[src/logic/bde_pkg.sv]
package bde_pkg;

	// ----------------------------------------
	// entry source codes for the scratch register, and pointer reset values
	// ----------------------------------------
	localparam logic [15:0] SRC_DBF_LO = 16'hffff;
	localparam logic [15:0] SRC_OPC_LO = 16'h0001;
	localparam logic [15:0] SRC_HW_LO = 16'h0000;
	localparam logic [15:0] SRC_HI_ZERO = 16'h0000;
	localparam logic [31:0] PTR_RESET_FAULT = 32'h00000001;
	localparam logic [31:0] PTR_RESET = 32'h00000000;

	// ----------------------------------------
	// opcodes and vectors
	// ----------------------------------------
	localparam logic [15:0] OPC_DEBUG_ENTRY = 16'h4afa;
	localparam logic [15:0] OPC_BREAKPOINT_REQUEST_LINE_INSN = 16'h4848;
	localparam logic [15:0] OPC_BREAKPOINT_REQUEST_LINE_MASK = 16'hfff8;
	localparam logic [7:0] VEC_BREAKPOINT = 8'h0c;

	// ----------------------------------------
	// serial word layout and request line low minimum
	// ----------------------------------------
	localparam int SER_BITS = 17;
	localparam int SER_STATUS_POS = 16;
	localparam logic [16:0] SER_NOT_READY = 17'h10000;
	localparam logic [16:0] SER_CMD_OK = 17'h0ffff;
	localparam int BREAKPOINT_REQUEST_LINE_LOW_MIN_CYC = 2;

	// ----------------------------------------
	// core state
	// ----------------------------------------
	typedef enum logic [3:0] {
		BDE_RUN = 4'b0001,
		BDE_ENTER = 4'b0010,
		BDE_DEBUG = 4'b0100,
		BDE_HALT = 4'b1000
	} bde_state_t;

	typedef struct packed {
		logic valid;
		logic [15:0] data;
	} bde_word_t;

	typedef struct packed {
		logic bus_error;
		logic double_fault;
		logic [15:0] status_word;
		logic [31:0] address;
	} bde_fault_t;

endpackage : bde_pkg

[src/logic/bde_core.sv]
// Operation
// - low request line at reset release enables debug until next reset
// - line resampled each reset release; high leaves debug disabled
// - enabled breakpoint enters debug; else breakpoint exception vector 0c
// - double bus fault enters debug if enabled, else halts
// - entry opcode enters debug if enabled, else illegal trap
// - breakpoint instruction never enters debug
// - no breakpoint acknowledge bus cycle on debug entry
// - peripheral breakpoints share the line and are treated identically
// - entry suspends execution and raises halted indicator first
// - after halted, serial hardware enabled, waits for command
// - scratch register gets entry source code
// - last-instruction pointer odd only for fault straight from reset
// - command is 16-bit operation word plus extension words
// - execute on last word (here on the operation word; extension words are only counted); results shift out during next command
// - fault address captured on bus error, held until next cycle
// - return pointer gives resume address; odd raises address error
// - last-instruction pointer holds last executed instruction start
// - released-write breakpoint acknowledged at end of completing instruction
// - in debug, no parallel fetches; serial only
// - halted indicator drops before first resume prefetch
// - serial transfer is 17 bits: 16 data plus status
`timescale 1ns/1ps
module bde_core (
	input wire logic ref_clk,
	input wire logic rst_n,
	input wire logic breakpoint_request_line_line_n,
	input wire logic serial_in,
	input wire logic instr_end,
	input wire logic [15:0] instr_opcode,
	input wire logic [31:0] instr_addr,
	input wire logic released_write_busy,
	input wire logic bus_cycle_done,
	input wire bde_pkg::bde_fault_t fault,
	input wire logic cmd_done,
	input wire logic [3:0] cmd_ext_words,
	input wire logic [16:0] cmd_result,
	input wire logic resume_req,
	input wire logic [31:0] return_ptr_wr,
	input wire logic return_ptr_we,
	output logic halted,
	output logic serial_out,
	output logic fetch_enable,
	output logic exc_valid,
	output logic [7:0] exc_vector,
	output logic exc_illegal,
	output logic exc_addr_error,
	output logic cpu_halt,
	output logic breakpoint_request_line_ack_cycle,
	output logic prefetch_start,
	output logic [31:0] prefetch_addr,
	output logic [31:0] scratch_reg,
	output logic [31:0] fault_address_reg,
	output logic [31:0] return_fetch_pointer_reg,
	output logic [31:0] last_instruction_pointer_reg,
	output bde_pkg::bde_word_t cmd_word,
	output logic cmd_exec
);
	bde_pkg::bde_state_t state_reg;
	bde_pkg::bde_state_t state_next;
	logic breakpoint_request_line_s;
	logic sdin_s;
	logic rst_d_reg;
	logic [1:0] low_cnt_reg;
	logic debug_en_reg;
	logic breakpoint_request_line_pend_reg;
	logic first_instr_reg;
	logic [3:0] words_left_reg;
	logic serial_en_reg;
	bde_pkg::bde_word_t rx_word;
	logic sdout;

	// ----------------------------------------
	// request line synchroniser
	// ----------------------------------------
	// two-stage sync
	bde_sync u_breakpoint_request_line_sync (
		.ref_clk(ref_clk),
		.rst_n(1'b1),
		.async_in(breakpoint_request_line_line_n),
		.sync_out(breakpoint_request_line_s)
	);

	// data takes the same two stages so it stays aligned with its clock
	bde_sync u_sdin_sync (
		.ref_clk(ref_clk),
		.rst_n(rst_n),
		.async_in(serial_in),
		.sync_out(sdin_s)
	);

	// ----------------------------------------
	// entry decode
	// ----------------------------------------
	wire in_run = (state_reg == bde_pkg::BDE_RUN);
	wire breakpoint_request_line_req = ~breakpoint_request_line_s | breakpoint_request_line_pend_reg;
	wire breakpoint_request_line_acc = breakpoint_request_line_req && instr_end && !released_write_busy && in_run;
	wire opc_hit = instr_end && in_run && (instr_opcode == bde_pkg::OPC_DEBUG_ENTRY);
	wire dbf_hit = fault.double_fault && in_run;
	wire enter_dbg = debug_en_reg && (breakpoint_request_line_acc || opc_hit || dbf_hit);
	wire rst_rise = rst_n && !rst_d_reg;
	wire brk_ill = instr_end && in_run && !enter_dbg
		&& ((instr_opcode & bde_pkg::OPC_BREAKPOINT_REQUEST_LINE_MASK) == bde_pkg::OPC_BREAKPOINT_REQUEST_LINE_INSN);
	wire rx_last = rx_word.valid && (words_left_reg == 4'd0);

	always_comb begin
		state_next = state_reg;
		case (state_reg)
			bde_pkg::BDE_RUN: begin
				if (enter_dbg) begin
					state_next = bde_pkg::BDE_ENTER;
				end else if (dbf_hit) begin
					state_next = bde_pkg::BDE_HALT;
				end
			end
			bde_pkg::BDE_ENTER: state_next = bde_pkg::BDE_DEBUG;
			bde_pkg::BDE_DEBUG: begin
				if (resume_req) begin
					state_next = bde_pkg::BDE_RUN;
				end
			end
			bde_pkg::BDE_HALT: state_next = bde_pkg::BDE_HALT;
			default: state_next = bde_pkg::BDE_RUN;
		endcase
	end

	// ----------------------------------------
	// enable latch at reset release
	// ----------------------------------------
	always_ff @(posedge ref_clk) begin
		rst_d_reg <= rst_n;
		if (!rst_n) begin
			// count low clocks while reset held
			low_cnt_reg <= breakpoint_request_line_s ? 2'd0 : (low_cnt_reg == 2'd3 ? 2'd3 : low_cnt_reg + 2'd1);
		end
	end

	always_ff @(posedge ref_clk) begin
		if (!rst_n) begin
			debug_en_reg <= 1'b0;
		end else if (rst_rise) begin
			debug_en_reg <= !breakpoint_request_line_s && (low_cnt_reg >= 2'(bde_pkg::BREAKPOINT_REQUEST_LINE_LOW_MIN_CYC - 1));
		end
	end

	// ----------------------------------------
	// state and exceptions
	// ----------------------------------------
	always_ff @(posedge ref_clk) begin
		if (!rst_n) begin
			state_reg <= bde_pkg::BDE_RUN;
			breakpoint_request_line_pend_reg <= 1'b0;
			halted <= 1'b0;
			fetch_enable <= 1'b0;
			exc_valid <= 1'b0;
			exc_vector <= 8'h00;
			exc_illegal <= 1'b0;
			exc_addr_error <= 1'b0;
			cpu_halt <= 1'b0;
			breakpoint_request_line_ack_cycle <= 1'b0;
			prefetch_start <= 1'b0;
			prefetch_addr <= bde_pkg::PTR_RESET;
			serial_en_reg <= 1'b0;
		end else begin
			state_reg <= state_next;
			breakpoint_request_line_pend_reg <= breakpoint_request_line_acc ? 1'b0 : (breakpoint_request_line_pend_reg | (~breakpoint_request_line_s & released_write_busy));
			halted <= (state_next == bde_pkg::BDE_ENTER) || (state_next == bde_pkg::BDE_DEBUG);
			serial_en_reg <= halted && (state_reg == bde_pkg::BDE_DEBUG) && !resume_req;
			// no fetch in debug; halted drops before prefetch
			fetch_enable <= (state_reg == bde_pkg::BDE_RUN) && !enter_dbg && !dbf_hit;
			prefetch_start <= (state_reg == bde_pkg::BDE_DEBUG) && resume_req;
			if ((state_reg == bde_pkg::BDE_DEBUG) && resume_req) begin
				prefetch_addr <= return_fetch_pointer_reg;
			end
			exc_addr_error <= prefetch_start && prefetch_addr[0];
			exc_valid <= (!debug_en_reg && (breakpoint_request_line_acc || opc_hit)) || brk_ill;
			exc_vector <= (!debug_en_reg && breakpoint_request_line_acc) ? bde_pkg::VEC_BREAKPOINT : 8'h00;
			exc_illegal <= (!debug_en_reg && opc_hit && !breakpoint_request_line_acc) || brk_ill;
			// ack cycle only outside debug entry
			breakpoint_request_line_ack_cycle <= !debug_en_reg && breakpoint_request_line_acc;
			cpu_halt <= cpu_halt | (!debug_en_reg && dbf_hit);
		end
	end

	// ----------------------------------------
	// context registers
	// ----------------------------------------
	always_ff @(posedge ref_clk) begin
		if (!rst_n) begin
			scratch_reg <= 32'h00000000;
			fault_address_reg <= bde_pkg::PTR_RESET;
			return_fetch_pointer_reg <= bde_pkg::PTR_RESET;
			last_instruction_pointer_reg <= bde_pkg::PTR_RESET;
			first_instr_reg <= 1'b1;
		end else begin
			if (enter_dbg) begin
				if (dbf_hit) begin
					scratch_reg <= {fault.status_word, bde_pkg::SRC_DBF_LO};
				end else if (breakpoint_request_line_acc) begin
					scratch_reg <= {bde_pkg::SRC_HI_ZERO, bde_pkg::SRC_HW_LO};
				end else begin
					scratch_reg <= {bde_pkg::SRC_HI_ZERO, bde_pkg::SRC_OPC_LO};
				end
			end
			// capture faulting or last cycle address
			if (fault.bus_error || fault.double_fault || bus_cycle_done) begin
				fault_address_reg <= fault.address;
			end
			if (instr_end && in_run) begin
				first_instr_reg <= 1'b0;
				// first word of last instruction, kept even
				last_instruction_pointer_reg <= {instr_addr[31:1], 1'b0};
			end else if (enter_dbg && dbf_hit && first_instr_reg) begin
				// odd marker only for fault out of reset
				last_instruction_pointer_reg <= bde_pkg::PTR_RESET_FAULT;
			end
			if (enter_dbg) begin
				return_fetch_pointer_reg <= instr_addr;
			end else if (return_ptr_we && (state_reg == bde_pkg::BDE_DEBUG)) begin
				return_fetch_pointer_reg <= return_ptr_wr;
			end
		end
	end

	// ----------------------------------------
	// command sequencing
	// ----------------------------------------
	always_ff @(posedge ref_clk) begin
		if (!rst_n) begin
			words_left_reg <= 4'd0;
			cmd_word <= '0;
			cmd_exec <= 1'b0;
			serial_out <= 1'b1;
		end else begin
			cmd_word <= rx_word;
			if (rx_word.valid) begin
				words_left_reg <= (words_left_reg == 4'd0) ? cmd_ext_words : words_left_reg - 4'd1;
			end
			cmd_exec <= rx_last;
			serial_out <= sdout;
		end
	end

	// 17-bit framing; results shift during next command
	bde_serial u_serial (
		.ref_clk(ref_clk),
		.rst_n(rst_n),
		.enable(serial_en_reg),
		.sclk_s(breakpoint_request_line_s),
		.sdin_s(sdin_s),
		.load_valid(cmd_done),
		.load_word(cmd_result),
		.rx_word(rx_word),
		.sdout(sdout)
	);

	// ----------------------------------------
	// checks
	// ----------------------------------------
	halt_before_serial_a: assert property (@(posedge ref_clk) disable iff (!rst_n)
		$rose(serial_en_reg) |-> $past(halted))
		else $error("serial enabled without halted");
	entry_halted_a: assert property (@(posedge ref_clk) disable iff (!rst_n)
		enter_dbg |=> halted)
		else $error("halted not raised on entry");
	no_ack_cycle_a: assert property (@(posedge ref_clk) disable iff (!rst_n)
		enter_dbg |=> !breakpoint_request_line_ack_cycle)
		else $error("ack cycle on debug entry");
	breakpoint_request_line_vector_a: assert property (@(posedge ref_clk) disable iff (!rst_n)
		(breakpoint_request_line_acc && !debug_en_reg) |=> exc_valid && exc_vector == bde_pkg::VEC_BREAKPOINT)
		else $error("breakpoint exception missing");
	dbf_halt_a: assert property (@(posedge ref_clk) disable iff (!rst_n)
		(dbf_hit && !debug_en_reg) |=> cpu_halt)
		else $error("double fault did not halt");
	no_fetch_dbg_a: assert property (@(posedge ref_clk) disable iff (!rst_n)
		halted |-> !fetch_enable)
		else $error("fetch while in debug");
	halt_drop_first_a: assert property (@(posedge ref_clk) disable iff (!rst_n)
		prefetch_start |-> !halted)
		else $error("prefetch while halted");
	src_opcode_a: assert property (@(posedge ref_clk) disable iff (!rst_n)
		(enter_dbg && opc_hit && !dbf_hit && !breakpoint_request_line_acc) |=> scratch_reg == 32'h00000001)
		else $error("wrong opcode source code");
	odd_pointer_a: assert property (@(posedge ref_clk) disable iff (!rst_n)
		(last_instruction_pointer_reg[0] && !$past(last_instruction_pointer_reg[0]))
		|-> $past(enter_dbg && dbf_hit && first_instr_reg))
		else $error("odd last pointer");
	brk_insn_illegal_a: assert property (@(posedge ref_clk) disable iff (!rst_n)
		brk_ill |=> exc_illegal && !halted)
		else $error("breakpoint instruction not trapped");
	en_stable_a: assert property (@(posedge ref_clk) disable iff (!rst_n)
		!rst_rise |=> $stable(debug_en_reg))
		else $error("enable changed outside reset");
endmodule : bde_core

[src/logic/bde_serial.sv]
`timescale 1ns/1ps
module bde_serial (
	input wire logic ref_clk,
	input wire logic rst_n,
	input wire logic enable,
	input wire logic sclk_s,
	input wire logic sdin_s,
	input wire logic load_valid,
	input wire logic [16:0] load_word,
	output bde_pkg::bde_word_t rx_word,
	output logic sdout
);
	logic sclk_d_reg;
	logic [16:0] in_sh_reg;
	logic [16:0] out_sh_reg;
	logic [4:0] cnt_reg;
	wire rise = sclk_s & ~sclk_d_reg & enable;
	wire last = rise && (cnt_reg == 5'd1);
	wire [16:0] in_next = {in_sh_reg[15:0], sdin_s};

	always_ff @(posedge ref_clk) begin
		if (!rst_n || !enable) begin
			sclk_d_reg <= 1'b1;
			in_sh_reg <= 17'h00000;
			out_sh_reg <= bde_pkg::SER_NOT_READY;
			cnt_reg <= 5'(bde_pkg::SER_BITS);
			rx_word <= '0;
			sdout <= 1'b1;
		end else begin
			sclk_d_reg <= sclk_s;
			rx_word.valid <= last;
			// 17-bit word framing
			if (rise) begin
				in_sh_reg <= in_next;
				cnt_reg <= last ? 5'(bde_pkg::SER_BITS) : cnt_reg - 5'd1;
			end
			if (last) begin
				rx_word.data <= in_next[15:0];
			end
			// result load has priority over not-ready reload
			if (load_valid) begin
				out_sh_reg <= load_word;
				sdout <= load_word[16];
			end else if (last) begin
				out_sh_reg <= bde_pkg::SER_NOT_READY;
				sdout <= 1'b1;
			end else if (rise) begin
				out_sh_reg <= {out_sh_reg[15:0], 1'b0};
				sdout <= out_sh_reg[15];
			end
		end
	end
endmodule : bde_serial

[src/logic/bde_sync.sv]
`timescale 1ns/1ps
module bde_sync (
	input wire logic ref_clk,
	input wire logic rst_n,
	input wire logic async_in,
	output logic sync_out
);
	logic meta_reg;

	// resets high: the line idles released
	always_ff @(posedge ref_clk) begin
		if (!rst_n) begin
			meta_reg <= 1'b1;
			sync_out <= 1'b1;
		end else begin
			meta_reg <= async_in;
			sync_out <= meta_reg;
		end
	end
endmodule : bde_sync

[config.mk]
export PLATFORM = sky130hd
export DESIGN_NAME = bde_core
export DESIGN_NICKNAME = d
export VERILOG_FILES = /design/src/logic/bde_pkg.sv /design/src/logic/bde_core.sv /design/src/logic/bde_serial.sv /design/src/logic/bde_sync.sv
export SDC_FILE = /design/constraint.sdc
export NUM_CORES = 1
export LEC_CHECK = 0
export BUFFER_PORTS_ARGS = -buffer_cell sky130_fd_sc_hd__buf_2
export CAP_MARGIN = 20
export CORE_ASPECT_RATIO = 0.6
export CORE_MARGIN = 2
export CORE_UTILIZATION = 30
export DETAILED_ROUTE_END_ITERATION = 7
export PLACE_DENSITY_LB_ADDON = 0.15
export REMOVE_ABC_BUFFERS = 1
export SLEW_MARGIN = 10
export SYNTH_ARGS = -nofsm -noshare
export SYNTH_HDL_FRONTEND = slang
export SYNTH_SLANG_ARGS = --single-unit
[constraint.sdc]
create_clock -name ref_clk -period 2.25 [get_ports ref_clk]
set_clock_uncertainty 0.2 [all_clocks]
set_input_delay 0.225 -clock ref_clk [delete_from_list [all_inputs] [get_ports ref_clk]]
set_output_delay 0.225 -clock ref_clk [all_outputs]
set_load 0.02 [all_outputs]
==> results.toml <==
[placed_design]
total_cell_area_at_the_placement_stage_sq_um = 11300
port-buffer-count = 349
place.detailed.hpwl_microns = 19400
final_replace_weighted_congestion = 0.767
preCtsSetupSlack_ps = -115
placed_cells_incl_taps = 1641

[clocking]
cts_buffers = 26
postCtsSetupBuffers = 0
worst_setup_hold_path_clk_slew_ps = 60
tritoncts_num_sinks = 247
clockBufferDepth = 3
cts_tree = "built"
clk-insertion-delay-late_ps = 540
cts.root.buffer_cell = "clkbuf_16"
cts_max_level = 1

[synthesis]
synth_area_per_cell_sq_um = 9.69
synth_ff_type = "dfxtp_1"
mappedNetlistArea_sq_um = 9130
synthDistinctLibCells = 52
synth-warning-count = 0
postSynth.asyncResetShare = 0
synth-edff-count = 2
syn_inst = 942
part_of_the_yosys_area_used_for_sequential_elements = 0.544
synth_seq_cells = 247

[setup_path]
critPathSlowestCell = "or4b_4"
cp-end-kind = "flip-flop"
worstRegToRegCells = 6
worst_ep_arrival_time_ps = 2390
timing.critical_path.fanout_max = 19
rrSetupSlack_ps = 110
worstSetupPathType = "reg -> reg"
timing.critical_path.max_delay_family = "simple AND/OR/NAND/NOR gates"
max_stage_delay_ps = 550
crit-reg2reg-launch = "state_reg[3]"
critPathLaunchType = "flip-flop"
crit_chain = "or4b_4, a2111oi_4, a21oi_4, and2_2, buf_12, a211oi_2"
buffering_stage_count_on_the_worst_path_with_inverters_included = 1
data_required_critical_path_ps = 2510
timing.rr.end = "return_fetch_pointer_reg[9]"

[floorplanning]
floorplan.initialDensity = 0.305
num_io_pins = 356
fp.dieArea_sq_um = 31900
fp.coreArea_sq_um = 29900
std_cell_rows = 49
dieWidth_microns = 229
die_h_microns = 139

[global_routing]
global_route.usage.total = 0.183
grt_first_pass_wirelength_microns = 47400
maximum_number_of_pins_on_one_net_before_global_route_repair = 126
first_global_vias = 8528
antenna_found_initial = 1
grt.overflow.total = 0

[power_and_ir_drop]
pwr_density_cell_nw_per_um2 = 751
leakagePower_uw = 0.00638
ir_worst_vdd_mv = 0.436

[timing]
final-setup-viol-count = 0
min_period_ps = 2140
fmaxAchievable_mhz = 468
fin_crit_sh = 0.950
drv_slew = 0
final_hold_viol_count = 0
tightestPinTransition_ps = 680
fin_setup_tns_ps = 0
worst_slew_margin_rel = 0.546
rsz0062_at_grt = "no"
worst_slack_ps = 112

[route]
drt-pass1-iter-count = 5
routedWlPerCell_microns = 16.4
drt_first_iter_violations = 455
final_ant_viol_nets = 0
finalWirelength_microns = 30500
detail_route.vias_per_cell = 4.66
route.detailed.drc = 0
routed-via-count = 8667

[hold_path]
hp-class = "in -> reg"
hold_path.startpoint = "bus_cycle_done"
timing.hold.worst_endpoint = "fault_address_reg[12]"
hold_path_depth = 5

[layout]
layout.cell_area.non_filler_sq_um = 13900
layout-area-overhead-vs-synth_pct = 52.6
fin_cells = 1858
final_nets = 1591
post_route_cells_drive_above_1_share = 0.328

[run_status]
status = "complete, no violations"

[job]
cap_viol_max_count = 0
## area by class of cell
type | instances | area, sq um
Inverter | 9 | 36.3
Timing Repair Buffer | 547 | 3750
Clock inverter | 10 | 118
Sequential cell | 247 | 4960
Fill cell | 2913 | 16000
Clock buffer | 38 | 756
Multi-Input combinational cell | 596 | 3790
Antenna cell | 3 | 7.51
Tap cell | 408 | 510
## through the flow
stage	hold WS, ps	utilization	power (uW)
finish	18.2	0.465	10500
global route	27.7	0.465	10900
CTS	0.475	0.464	10600
detailed placement	114	0.378	5880
global placement	117	0.378	5880
floorplan	52.7	-	5310
## tightest hold or removal path, delay by kind of cell
family / cells / cell delay [ps]
compound gates: 1 / 50
buf+inv: 2 / 300
simple gates: 2 / 130
## layout by cell type, fill, tap and decap left out, types with 4 or more instances in the layout
| cell type | netlist | layout |
|---|---|---|
| a211oi_1 | 7 | 6 |
| a211oi_2 | 28 | 29 |
| a21oi_1 | 110 | 107 |
| a21oi_4 | 0 | 4 |
| a221oi_1 | 15 | 15 |
| a22o_1 | 48 | 48 |
| a22oi_1 | 31 | 31 |
| and2_1 | 22 | 20 |
| buf_12 | 0 | 8 |
| buf_2 | 9 | 349 |
| buf_4 | 22 | 25 |
| clkbuf_1 | 59 | 6 |
| clkbuf_16 | 0 | 26 |
| clkbuf_8 | 0 | 6 |
| clkinv_2 | 0 | 5 |
| conb_1 | 1 | 6 |
| dfxtp_1 | 245 | 245 |
| dlygate4sd3_1 | 0 | 165 |
| inv_1 | 8 | 8 |
| mux2i_1 | 33 | 33 |
| nand2_1 | 128 | 126 |
| nand2b_1 | 7 | 7 |
| nand3_1 | 18 | 17 |
| nor2_1 | 53 | 52 |
| nor2b_1 | 16 | 16 |
| nor3_1 | 22 | 21 |
| o21ai_0 | 7 | 6 |
## per-layer routing
layer | routed length, microns | vias to the layer above | track usage
li1 | - | 4272 | -
met4 | 818 | 0 | 0.0547
met2 | 13800 | 276 | 0.293
met1 | 13900 | 4069 | 0.244
met5 | 0 | - | 0
met3 | 1940 | 50 | 0.0477
## logic make-up (layout without fill, tap and decap cells)
| family | after synthesis | in the layout | synth area share |
|---|---|---|---|
| simple gates | 292 | 292 | 0.150 |
| compound gates | 256 | 257 | 0.203 |
| flops | 247 | 247 | 0.544 |
| buf+inv | 105 | 604 | 0.0568 |
| mux | 33 | 33 | 0.0362 |
| xor+xnor | 5 | 5 | 0.00480 |
| fa+ha+maj | 3 | 3 | 0.00411 |
| other cells | 1 | 9 | 0.000411 |
## timing repair
action | 4_1_cts | 5_1_grt
setup endpoints to repair | 60 | 87
gates cloned | 1 | 0
pin swaps | 2 | 2
gates resized for setup | 6 | 10
endpoints found under the hold margin | 148 | 0
hold buffers | 165 | 0
## synth_stat cells (2+ instances only)
master | number | share of area
dfxtp_1 | 245 | 0.54
nand2_1 | 128 | 0.053
a21oi_1 | 110 | 0.060
clkbuf_1 | 59 | 0.024
nor2_1 | 53 | 0.022
a22o_1 | 48 | 0.046
mux2i_1 | 33 | 0.036
a22oi_1 | 31 | 0.026
a211oi_2 | 28 | 0.038
and2_1 | 22 | 0.015
buf_4 | 22 | 0.018
nor3_1 | 22 | 0.012
nand3_1 | 18 | 0.0099
nor2b_1 | 16 | 0.011
a221oi_1 | 15 | 0.014
buf_2 | 9 | 0.0049
inv_1 | 8 | 0.0033
a211oi_1 | 7 | 0.0058
nand2b_1 | 7 | 0.0048
o21ai_0 | 7 | 0.0038
and3_1 | 4 | 0.0027
buf_6 | 4 | 0.0049
nor4b_1 | 4 | 0.0038
ha_1 | 3 | 0.0041
xnor2_1 | 3 | 0.0029
buf_1 | 2 | 0.00082
edfxtp_1 | 2 | 0.0066
nand4_1 | 2 | 0.0014
nor3b_1 | 2 | 0.0016
nor4_1 | 2 | 0.0014
nor4_2 | 2 | 0.0027
o22ai_1 | 2 | 0.0014
or3_1 | 2 | 0.0014
xor2_1 | 2 | 0.0019
## worst max path at each step
stage | endpoint | start | cells after the start
after detailed placement | last_instruction_pointer_reg[19] | state_reg[1] | 8
final | return_fetch_pointer_reg[9] | state_reg[3] | 6
after floorplan | return_fetch_pointer_reg[0] | state_reg[3] | 5
after CTS | last_instruction_pointer_reg[13] | state_reg[1] | 7
after global placement | last_instruction_pointer_reg[10] | state_reg[1] | 8
after global routing | return_fetch_pointer_reg[9] | state_reg[3] | 6
## report_power, final
group	switching, uW	leakage [uW]	internal (uW)
clock network	1820	0.000430	2560
registers	107	0.00201	4540
logic	780	0.00394	653
total	2710	0.00638	7760
No activity file was read; power rests on OpenSTA's default activity.
